<file path="src/cms_pkg.sv">
/*
 Shared constants and types for the core monitor and coprocessor sideband link.
 Assumes one clock domain shared by the core end and the coprocessor end.
*/
package cms_pkg;
    localparam int ADDR_W = 32;
    localparam int DATA_W = 64;
    localparam logic [1:0] BURST_BEATS = 2'h3;
    localparam logic RST_LOW_ACTIVE_IDLE = 1'h1;
    localparam logic [ADDR_W-1:0] RST_ADDR = 32'h0;
    localparam logic [DATA_W-1:0] RST_DATA = 64'h0;
    typedef enum logic [1:0] {CMS_IDLE, CMS_ADDR, CMS_BEAT} cms_bus_state_t;
    typedef enum logic [1:0] {CMS_STG_EMPTY, CMS_STG_HELD, CMS_STG_RUN} cms_stage_t;
endpackage : cms_pkg

</file>
<file path="src/cms_link_if.sv">
/*
 Interface that joins the core end and the coprocessor end.
 Assumes both ends are clocked by the same clk.
*/
`timescale 1ns/1ps
interface cms_link_if;
    logic branch_likely_false_even_n;
    logic pipe_cancel_check_n;
    logic cancel_odd_only_n;
    logic coproc_odd_slot_n;
    logic pipe_stall_monitor_n;
    logic suspend_ex_request_n;
    logic sys_addr_out_valid_n;
    logic [31:0] sys_addr_out;
    logic sys_bus_ready_n;
    logic sys_txn_start_n;
    logic sys_data_out_valid_n;
    logic [63:0] sys_data_out;
    logic sys_ifetch_monitor_n;
    logic sys_burst_first_n;
    logic internal_clock_monitor;
    modport core (
        output branch_likely_false_even_n, pipe_cancel_check_n, cancel_odd_only_n,
        coproc_odd_slot_n, pipe_stall_monitor_n, suspend_ex_request_n,
        sys_addr_out_valid_n, sys_addr_out, sys_bus_ready_n, sys_txn_start_n,
        sys_data_out_valid_n, sys_data_out, sys_ifetch_monitor_n,
        sys_burst_first_n, internal_clock_monitor
    );
    modport coproc (
        input branch_likely_false_even_n, pipe_cancel_check_n, cancel_odd_only_n,
        coproc_odd_slot_n, pipe_stall_monitor_n, suspend_ex_request_n,
        sys_addr_out_valid_n, sys_addr_out, sys_bus_ready_n, sys_txn_start_n,
        sys_data_out_valid_n, sys_data_out, sys_ifetch_monitor_n,
        sys_burst_first_n, internal_clock_monitor
    );
endinterface : cms_link_if

</file>
<file path="src/cms_core_end.sv">
/*
 Core end: turns core pipeline events and bus-unit requests into the
 registered monitor and sideband outputs, active-low apart from the clock monitor and the buses.
 Assumes user-side inputs are synchronous to clk.
*/
`timescale 1ns/1ps
//////////////////////////////////////////////////////////////////////////////
module cms_core_end (
    input wire logic clk,
    input wire logic rstn,
    input wire logic branch_likely_even,
    input wire logic branch_likely_taken,
    input wire logic exception_raise,
    input wire logic exception_odd_only,
    input wire logic issue_odd_slot,
    input wire logic all_stages_stalled,
    input wire logic suspend_ex,
    input wire logic txn_req,
    input wire logic [31:0] txn_addr,
    input wire logic txn_write,
    input wire logic [63:0] txn_wdata,
    input wire logic txn_ifetch,
    input wire logic txn_burst,
    input wire logic txn_beat_done,
    output logic txn_accept,
    output logic txn_done,
    cms_link_if.core link
);
    import cms_pkg::*;

    cms_bus_state_t state;
    logic [1:0] beat_cnt;
    logic clk_phase;
    logic last_beat;

    //////////////////////////////////////////////////////////////////////////
    // Pipeline sideband, all registered so they move only on clk
    always_ff @(posedge clk or negedge rstn) begin
        if (!rstn) begin
            link.branch_likely_false_even_n <= RST_LOW_ACTIVE_IDLE;
            link.pipe_cancel_check_n <= RST_LOW_ACTIVE_IDLE;
            link.cancel_odd_only_n <= RST_LOW_ACTIVE_IDLE;
            link.coproc_odd_slot_n <= RST_LOW_ACTIVE_IDLE;
            link.pipe_stall_monitor_n <= RST_LOW_ACTIVE_IDLE;
            link.suspend_ex_request_n <= RST_LOW_ACTIVE_IDLE;
        end else begin
            link.branch_likely_false_even_n <= !(branch_likely_even && !branch_likely_taken);
            link.pipe_cancel_check_n <= !exception_raise;
            // Qualifier forced idle outside a cancel so it never looks meaningful
            link.cancel_odd_only_n <= !(exception_raise && exception_odd_only);
            link.coproc_odd_slot_n <= !issue_odd_slot;
            link.pipe_stall_monitor_n <= !all_stages_stalled;
            link.suspend_ex_request_n <= !suspend_ex;
        end
    end

    //////////////////////////////////////////////////////////////////////////
    // Bus transaction sequencer
    assign last_beat = txn_beat_done && (!txn_burst || beat_cnt == BURST_BEATS);

    always_ff @(posedge clk or negedge rstn) begin
        if (!rstn) begin
            state <= CMS_IDLE;
            beat_cnt <= 2'h0;
        end else begin
            case (state)
                CMS_IDLE: begin
                    if (txn_req) begin
                        state <= CMS_BEAT;
                    end
                    beat_cnt <= 2'h0;
                end
                CMS_BEAT: begin
                    if (txn_beat_done) begin
                        beat_cnt <= beat_cnt + 2'h1;
                    end
                    if (last_beat) begin
                        // Back-to-back start avoids an idle cycle
                        state <= txn_req ? CMS_BEAT : CMS_IDLE;
                        beat_cnt <= 2'h0;
                    end
                end
                default: begin
                    state <= CMS_IDLE;
                end
            endcase
        end
    end

    logic start_now;
    assign start_now = txn_req && (state == CMS_IDLE || (state == CMS_BEAT && last_beat));

    always_ff @(posedge clk or negedge rstn) begin
        if (!rstn) begin
            link.sys_addr_out_valid_n <= RST_LOW_ACTIVE_IDLE;
            link.sys_addr_out <= RST_ADDR;
            link.sys_bus_ready_n <= 1'h0;
            link.sys_txn_start_n <= RST_LOW_ACTIVE_IDLE;
            link.sys_data_out_valid_n <= RST_LOW_ACTIVE_IDLE;
            link.sys_data_out <= RST_DATA;
            link.sys_ifetch_monitor_n <= RST_LOW_ACTIVE_IDLE;
            link.sys_burst_first_n <= RST_LOW_ACTIVE_IDLE;
            txn_accept <= 1'h0;
            txn_done <= 1'h0;
        end else begin
            txn_accept <= start_now;
            txn_done <= state == CMS_BEAT && last_beat;
            link.sys_txn_start_n <= !start_now;
            if (start_now) begin
                link.sys_addr_out_valid_n <= 1'h0;
                link.sys_addr_out <= txn_addr;
                link.sys_bus_ready_n <= 1'h1;
                link.sys_data_out_valid_n <= !txn_write;
                link.sys_data_out <= txn_wdata;
                link.sys_ifetch_monitor_n <= !txn_ifetch;
                link.sys_burst_first_n <= !txn_burst;
            end else if (state == CMS_BEAT) begin
                if (txn_beat_done) begin
                    link.sys_burst_first_n <= 1'h1;
                end
                if (last_beat) begin
                    link.sys_addr_out_valid_n <= 1'h1;
                    link.sys_bus_ready_n <= 1'h0;
                    link.sys_data_out_valid_n <= 1'h1;
                    link.sys_ifetch_monitor_n <= 1'h1;
                end
            end
        end
    end

    //////////////////////////////////////////////////////////////////////////
    // Clock monitor: registered half-rate copy, since a flop cannot pass clk itself
    always_ff @(posedge clk or negedge rstn) begin
        if (!rstn) begin
            clk_phase <= 1'h0;
        end else begin
            clk_phase <= !clk_phase;
        end
    end
    assign link.internal_clock_monitor = clk_phase;
    // Write-back is untouched by the cancel output; nothing here drains it
endmodule : cms_core_end

</file>
<file path="src/flat_wrapper.sv">
// flat-port wrapper written by rule: the top's interface ports become plain ports
module cms_core_end_flat import cms_pkg::*;
  (clk, rstn, branch_likely_even, branch_likely_taken, exception_raise, exception_odd_only, issue_odd_slot, all_stages_stalled, suspend_ex, txn_req, txn_addr, txn_write, txn_wdata, txn_ifetch, txn_burst, txn_beat_done, txn_accept, txn_done, link_branch_likely_false_even_n, link_pipe_cancel_check_n, link_cancel_odd_only_n, link_coproc_odd_slot_n, link_pipe_stall_monitor_n, link_suspend_ex_request_n, link_sys_addr_out_valid_n, link_sys_addr_out, link_sys_bus_ready_n, link_sys_txn_start_n, link_sys_data_out_valid_n, link_sys_data_out, link_sys_ifetch_monitor_n, link_sys_burst_first_n, link_internal_clock_monitor);
  cms_link_if link_i ();
  input wire logic clk;
  input wire logic rstn;
  input wire logic branch_likely_even;
  input wire logic branch_likely_taken;
  input wire logic exception_raise;
  input wire logic exception_odd_only;
  input wire logic issue_odd_slot;
  input wire logic all_stages_stalled;
  input wire logic suspend_ex;
  input wire logic txn_req;
  input wire logic [31:0] txn_addr;
  input wire logic txn_write;
  input wire logic [63:0] txn_wdata;
  input wire logic txn_ifetch;
  input wire logic txn_burst;
  input wire logic txn_beat_done;
  output logic txn_accept;
  output logic txn_done;
  output wire logic [$bits(link_i.branch_likely_false_even_n)-1:0] link_branch_likely_false_even_n;
  output wire logic [$bits(link_i.pipe_cancel_check_n)-1:0] link_pipe_cancel_check_n;
  output wire logic [$bits(link_i.cancel_odd_only_n)-1:0] link_cancel_odd_only_n;
  output wire logic [$bits(link_i.coproc_odd_slot_n)-1:0] link_coproc_odd_slot_n;
  output wire logic [$bits(link_i.pipe_stall_monitor_n)-1:0] link_pipe_stall_monitor_n;
  output wire logic [$bits(link_i.suspend_ex_request_n)-1:0] link_suspend_ex_request_n;
  output wire logic [$bits(link_i.sys_addr_out_valid_n)-1:0] link_sys_addr_out_valid_n;
  output wire logic [$bits(link_i.sys_addr_out)-1:0] link_sys_addr_out;
  output wire logic [$bits(link_i.sys_bus_ready_n)-1:0] link_sys_bus_ready_n;
  output wire logic [$bits(link_i.sys_txn_start_n)-1:0] link_sys_txn_start_n;
  output wire logic [$bits(link_i.sys_data_out_valid_n)-1:0] link_sys_data_out_valid_n;
  output wire logic [$bits(link_i.sys_data_out)-1:0] link_sys_data_out;
  output wire logic [$bits(link_i.sys_ifetch_monitor_n)-1:0] link_sys_ifetch_monitor_n;
  output wire logic [$bits(link_i.sys_burst_first_n)-1:0] link_sys_burst_first_n;
  output wire logic [$bits(link_i.internal_clock_monitor)-1:0] link_internal_clock_monitor;
  assign link_branch_likely_false_even_n = link_i.branch_likely_false_even_n;
  assign link_pipe_cancel_check_n = link_i.pipe_cancel_check_n;
  assign link_cancel_odd_only_n = link_i.cancel_odd_only_n;
  assign link_coproc_odd_slot_n = link_i.coproc_odd_slot_n;
  assign link_pipe_stall_monitor_n = link_i.pipe_stall_monitor_n;
  assign link_suspend_ex_request_n = link_i.suspend_ex_request_n;
  assign link_sys_addr_out_valid_n = link_i.sys_addr_out_valid_n;
  assign link_sys_addr_out = link_i.sys_addr_out;
  assign link_sys_bus_ready_n = link_i.sys_bus_ready_n;
  assign link_sys_txn_start_n = link_i.sys_txn_start_n;
  assign link_sys_data_out_valid_n = link_i.sys_data_out_valid_n;
  assign link_sys_data_out = link_i.sys_data_out;
  assign link_sys_ifetch_monitor_n = link_i.sys_ifetch_monitor_n;
  assign link_sys_burst_first_n = link_i.sys_burst_first_n;
  assign link_internal_clock_monitor = link_i.internal_clock_monitor;
  cms_core_end u_core (.clk(clk), .rstn(rstn), .branch_likely_even(branch_likely_even), .branch_likely_taken(branch_likely_taken), .exception_raise(exception_raise), .exception_odd_only(exception_odd_only), .issue_odd_slot(issue_odd_slot), .all_stages_stalled(all_stages_stalled), .suspend_ex(suspend_ex), .txn_req(txn_req), .txn_addr(txn_addr), .txn_write(txn_write), .txn_wdata(txn_wdata), .txn_ifetch(txn_ifetch), .txn_burst(txn_burst), .txn_beat_done(txn_beat_done), .txn_accept(txn_accept), .txn_done(txn_done), .link(link_i));
endmodule
</file>
<file path="config.mk">
export PLATFORM = sky130hd
export DESIGN_NAME = cms_core_end_flat
export DESIGN_NICKNAME = d
export VERILOG_FILES = /design/src/cms_pkg.sv /design/src/cms_link_if.sv /design/src/cms_core_end.sv /design/src/flat_wrapper.sv
export SDC_FILE = /design/constraint.sdc
export NUM_CORES = 1
export LEC_CHECK = 0
export BUFFER_PORTS_ARGS = -buffer_cell sky130_fd_sc_hd__buf_2
export CORE_ASPECT_RATIO = 1.25
export CORE_UTILIZATION = 49
export DETAILED_ROUTE_END_ITERATION = 6
export GPL_ROUTABILITY_DRIVEN = 0
export PLACE_DENSITY_LB_ADDON = 0.08
export SYNTH_ARGS = -nofsm -noshare
export SYNTH_HDL_FRONTEND = slang
export SYNTH_SLANG_ARGS = --single-unit
export TNS_END_PERCENT = 100
</file>
<file path="constraint.sdc">
create_clock -name clk -period 2.88 [get_ports clk]
set_input_delay 0.576 -clock clk [delete_from_list [all_inputs] [get_ports clk]]
set_output_delay 0.576 -clock clk [all_outputs]
set_load 0.05 [all_outputs]
</file>
==> impl_results.md <==
- Post-Syn Nets: 374
- CP startpoint kind: register
- Initial Util: 50.1%
- Final setup margin: 0.990 ns
- Vias in the first global route: roughly 3k
- Crit-path leading delay family: flip-flops
- DP Wirelength: 6680 um
- Max reg flops: 64
- Final setup fails: 0
- Yosys reg bits: approximately 110
- Worst-Skew Late Latency: 0.51 ns
- Initial antenna violation count: 0
- Power Density: 975 mW/mm^2
- Post-route ant nets: 0
- CP Buf/Inv Count: 1
- Worst-path clk slew: 0.05 ns
- CP Max Fanout: 3
- Kind of critical path: register to output port
- Sum of negative setup slack: 0 ns
- Min Tclk post-route: 1.89 ns
- Share of cells above drive strength 1: 71.4%
- Seq/Total Area, Yosys: 66.1%
- Top Registers: u_core.link.sys_data_out x64, u_core.link.sys_addr_out x32, u_core.beat_cnt x2
- Resized Gates After CTS: 0
- CTS tree: done
- Clock Sink Count: 114
- Yosys cell types: 26
- Sw power: 2.25 mW
- H-Tree Depth: 4
- # nets final: 606
- Place WS: 0.932 ns
- Via density: 4.79
- VDD IR max: 0.588 mV
- DIE AREA: roughly 0.0092 mm^2
- Site row count: 38
- Area Growth Syn to Fin: 40.8%
- Reg area: 0.00287 mm^2
- Tcrit/Tclk final: 65.6%
- Max Fclk: 529 MHz
- Die height: 107 um
- Post-route clock skew: 0.00994 ns
- Seq pwr share: 34.9%
- Worst EP required: 2.30 ns
- Switch share: 37.8%
- Worst slew margin relative to its limit: around three quarters
- CP peak stage delay: 0.54 ns
- CORE AREA: 0.00865 mm^2
- Reg2Reg Setup Slack: between 1 and 1.5 ns
- # fillers: 655
- Syn avg cell area: 16.5 um^2
- Clock power frac: 31.3%
- Leak: 3.04 nW
- Internal power: 3.71 mW
- First-pass GRT wire length: 14300 um
- Final wirelength: 9170 um
- Status: finished, final reports clean
- Crit. End Element: output port
- Largest Register: u_core.link.sys_data_out
- Syn Inst Count: 263
- Unrepaired setup endpoints after global routing: no
- Slowest CP cell: dfstp_2
- HP Class: input pin to register
- CTS Buf Count: 17
- Inserted Diodes: 0
- Hold Fails Final Rpt: 0
- Tot GR Track Use: 20.9%
- Comb pwr share: 33.8%
- Grt total ovfl: 0
- Slew Limit Fails: 0
- CTS Buffer Depth: 2
- I/O Buffers: 220
- CP Data Arrival Time: 1.31 ns
- Residual DRC: 0
- Largest net degree at the start of global routing: 62
- Crit path cell chain: buf_2
- DR WL/cell: 14.6 um
- Io pins: ~220
- Max-cap violations: 0
- DRT Pass-1 Iters: 6
- Measured slew at the worst slew-check pin: 0.379 ns
- Vias: between 3k and 4k
- CTS Root Cell: clkbuf_8
- Ys Warns: 0
- DRT iter0 DRCs: between 100 and 150
- Area of the multi-input gates: between 0.001 and 0.0015 mm^2
- Mapped Area: 0.00434 mm^2
- Die Width: ~86 um
per-layer routing:
layer	GRT usage, %	wire length, um
met1	23.0	3450
met2	35.8	4850
met3	8.16	671
met4	8.93	203
met5	0	0
cells in the final DEF, fill, tap and decap left out:
master / instances
a21boi_0: 2
a21oi_1: 3
a222oi_1: 2
a31oi_1: 1
and2b_4: 1
and3_1: 1
buf_12: 3
buf_2: 219
buf_4: 2
bufinv_16: 1
clkbuf_1: 4
clkbuf_16: 16
clkbuf_8: 5
clkinv_2: 5
dfrtp_1: 103
dfstp_2: 11
dlygate4sd3_1: 1
ha_1: 1
inv_1: 8
inv_2: 1
mux2_2: 86
mux2_4: 10
nand2_1: 6
nand2b_1: 4
nand3_1: 1
nand3b_1: 1
nor2_1: 2
o21ai_0: 3
o2bb2ai_4: 1
o32a_1: 2
or2_2: 1
final timing paths:
check / depth (start not counted) / start / end
max: 1 / u_core.link.sys_ifetch_monitor_n$_DFFE_PN1P_ / link_sys_ifetch_monitor_n
min: 2 / issue_odd_slot / u_core.link.coproc_odd_slot_n$_DFF_PN1_
max reg2reg: 5 / u_core.beat_cnt[0]$_DFFE_PN0P_ / u_core.link.sys_data_out[0]$_DFFE_PN0P_
min reg2reg: 1 / u_core.link.internal_clock_monitor$_DFF_PN0_ / u_core.link.internal_clock_monitor$_DFF_PN0_
max in group asynchronous: 3 / rstn / u_core.link.sys_burst_first_n$_DFFE_PN1P_
min in group asynchronous: 2 / rstn / u_core.link.sys_data_out[5]$_DFFE_PN0P_
final cells by class:
cell class	count	share of cell area (%)
multi-input combinational	128	21.9
timing repair buffer	225	19.3
sequential	114	46.9
inverter	9	0.553
tap	120	2.46
clock buffer	25	7.92
clock inverter	6	0.901
synth_stat cells:
| cell type | count | area, um^2 |
|---|---|---|
| o2bb2ai_4 | 1 | 27.5 |
| nand2b_1 | 4 | 25.0 |
| buf_8 | 1 | 15.0 |
| inv_1 | 8 | 30.0 |
| dfrtp_1 | 103 | 2580 |
| mux2_2 | 86 | 968 |
| nand3b_1 | 1 | 7.51 |
| a21boi_0 | 2 | 15.0 |
| dfstp_2 | 11 | 289 |
| mux2_4 | 10 | 150 |
| or2_2 | 1 | 6.26 |
| inv_2 | 1 | 3.75 |
| and2b_4 | 1 | 10.0 |
| a31oi_1 | 1 | 6.26 |
| buf_2 | 1 | 5.00 |
| a222oi_1 | 2 | 20.0 |
| nand3_1 | 1 | 5.00 |
| o32a_1 | 2 | 20.0 |
| a21oi_1 | 3 | 15.0 |
| buf_6 | 1 | 11.3 |
| ha_1 | 1 | 12.5 |
| o21ai_0 | 3 | 15.0 |
| and3_1 | 1 | 6.26 |
| buf_4 | 9 | 67.6 |
| nor2_1 | 2 | 7.51 |
| nand2_1 | 6 | 22.5 |
power by group through the flow:
stage / Sequential (mW) / Combinational [mW] / Clock [mW]
2_1_floorplan: 3.23 / 0.389 / 0
3_3_place_gp: 2.09 / 2.00 / 0
3_5_place_dp: 2.10 / 2.03 / 0
4_1_cts: 2.08 / 2.03 / 1.91
5_1_grt: 2.12 / 2.10 / 1.98
6_report: 2.08 / 2.01 / 1.87
logic make-up (layout without fill, tap and decap cells):
kind of cell / Yosys count / count (layout) / synth area share, %
DFF: 114 / 114 / 66.1
muxes: 96 / 96 / 25.8
buffers and inverters: 21 / 265 / 3.06
and+or+nand+nor: 17 / 17 / 2.08
AOI/OAI and AO/OA: 14 / 14 / 2.74
adders and majority gates: 1 / 1 / 0.288
stage by stage:
stage | utilization, % | total power [mW] | hold WS (ns) | cell area [um^2] | instances
finish | 70.6 | 5.96 | 0.177 | 6110 | 627
global route | 70.6 | 6.20 | 0.156 | 6110 | 627
CTS | 70.6 | 6.02 | 0.152 | 6110 | 627
detailed placement | 64.3 | 4.13 | 0.406 | 5560 | 595
global placement | 64.3 | 4.09 | 0.404 | 5560 | 595
floorplan | - | 3.61 | 0.280 | 4340 | 263
what timing repair did:
action                    CTS  global route
hold buffers                1             0
setup buffers               0             0
hold endpoints to repair   22             0
(Power assumes the default switching activity.)
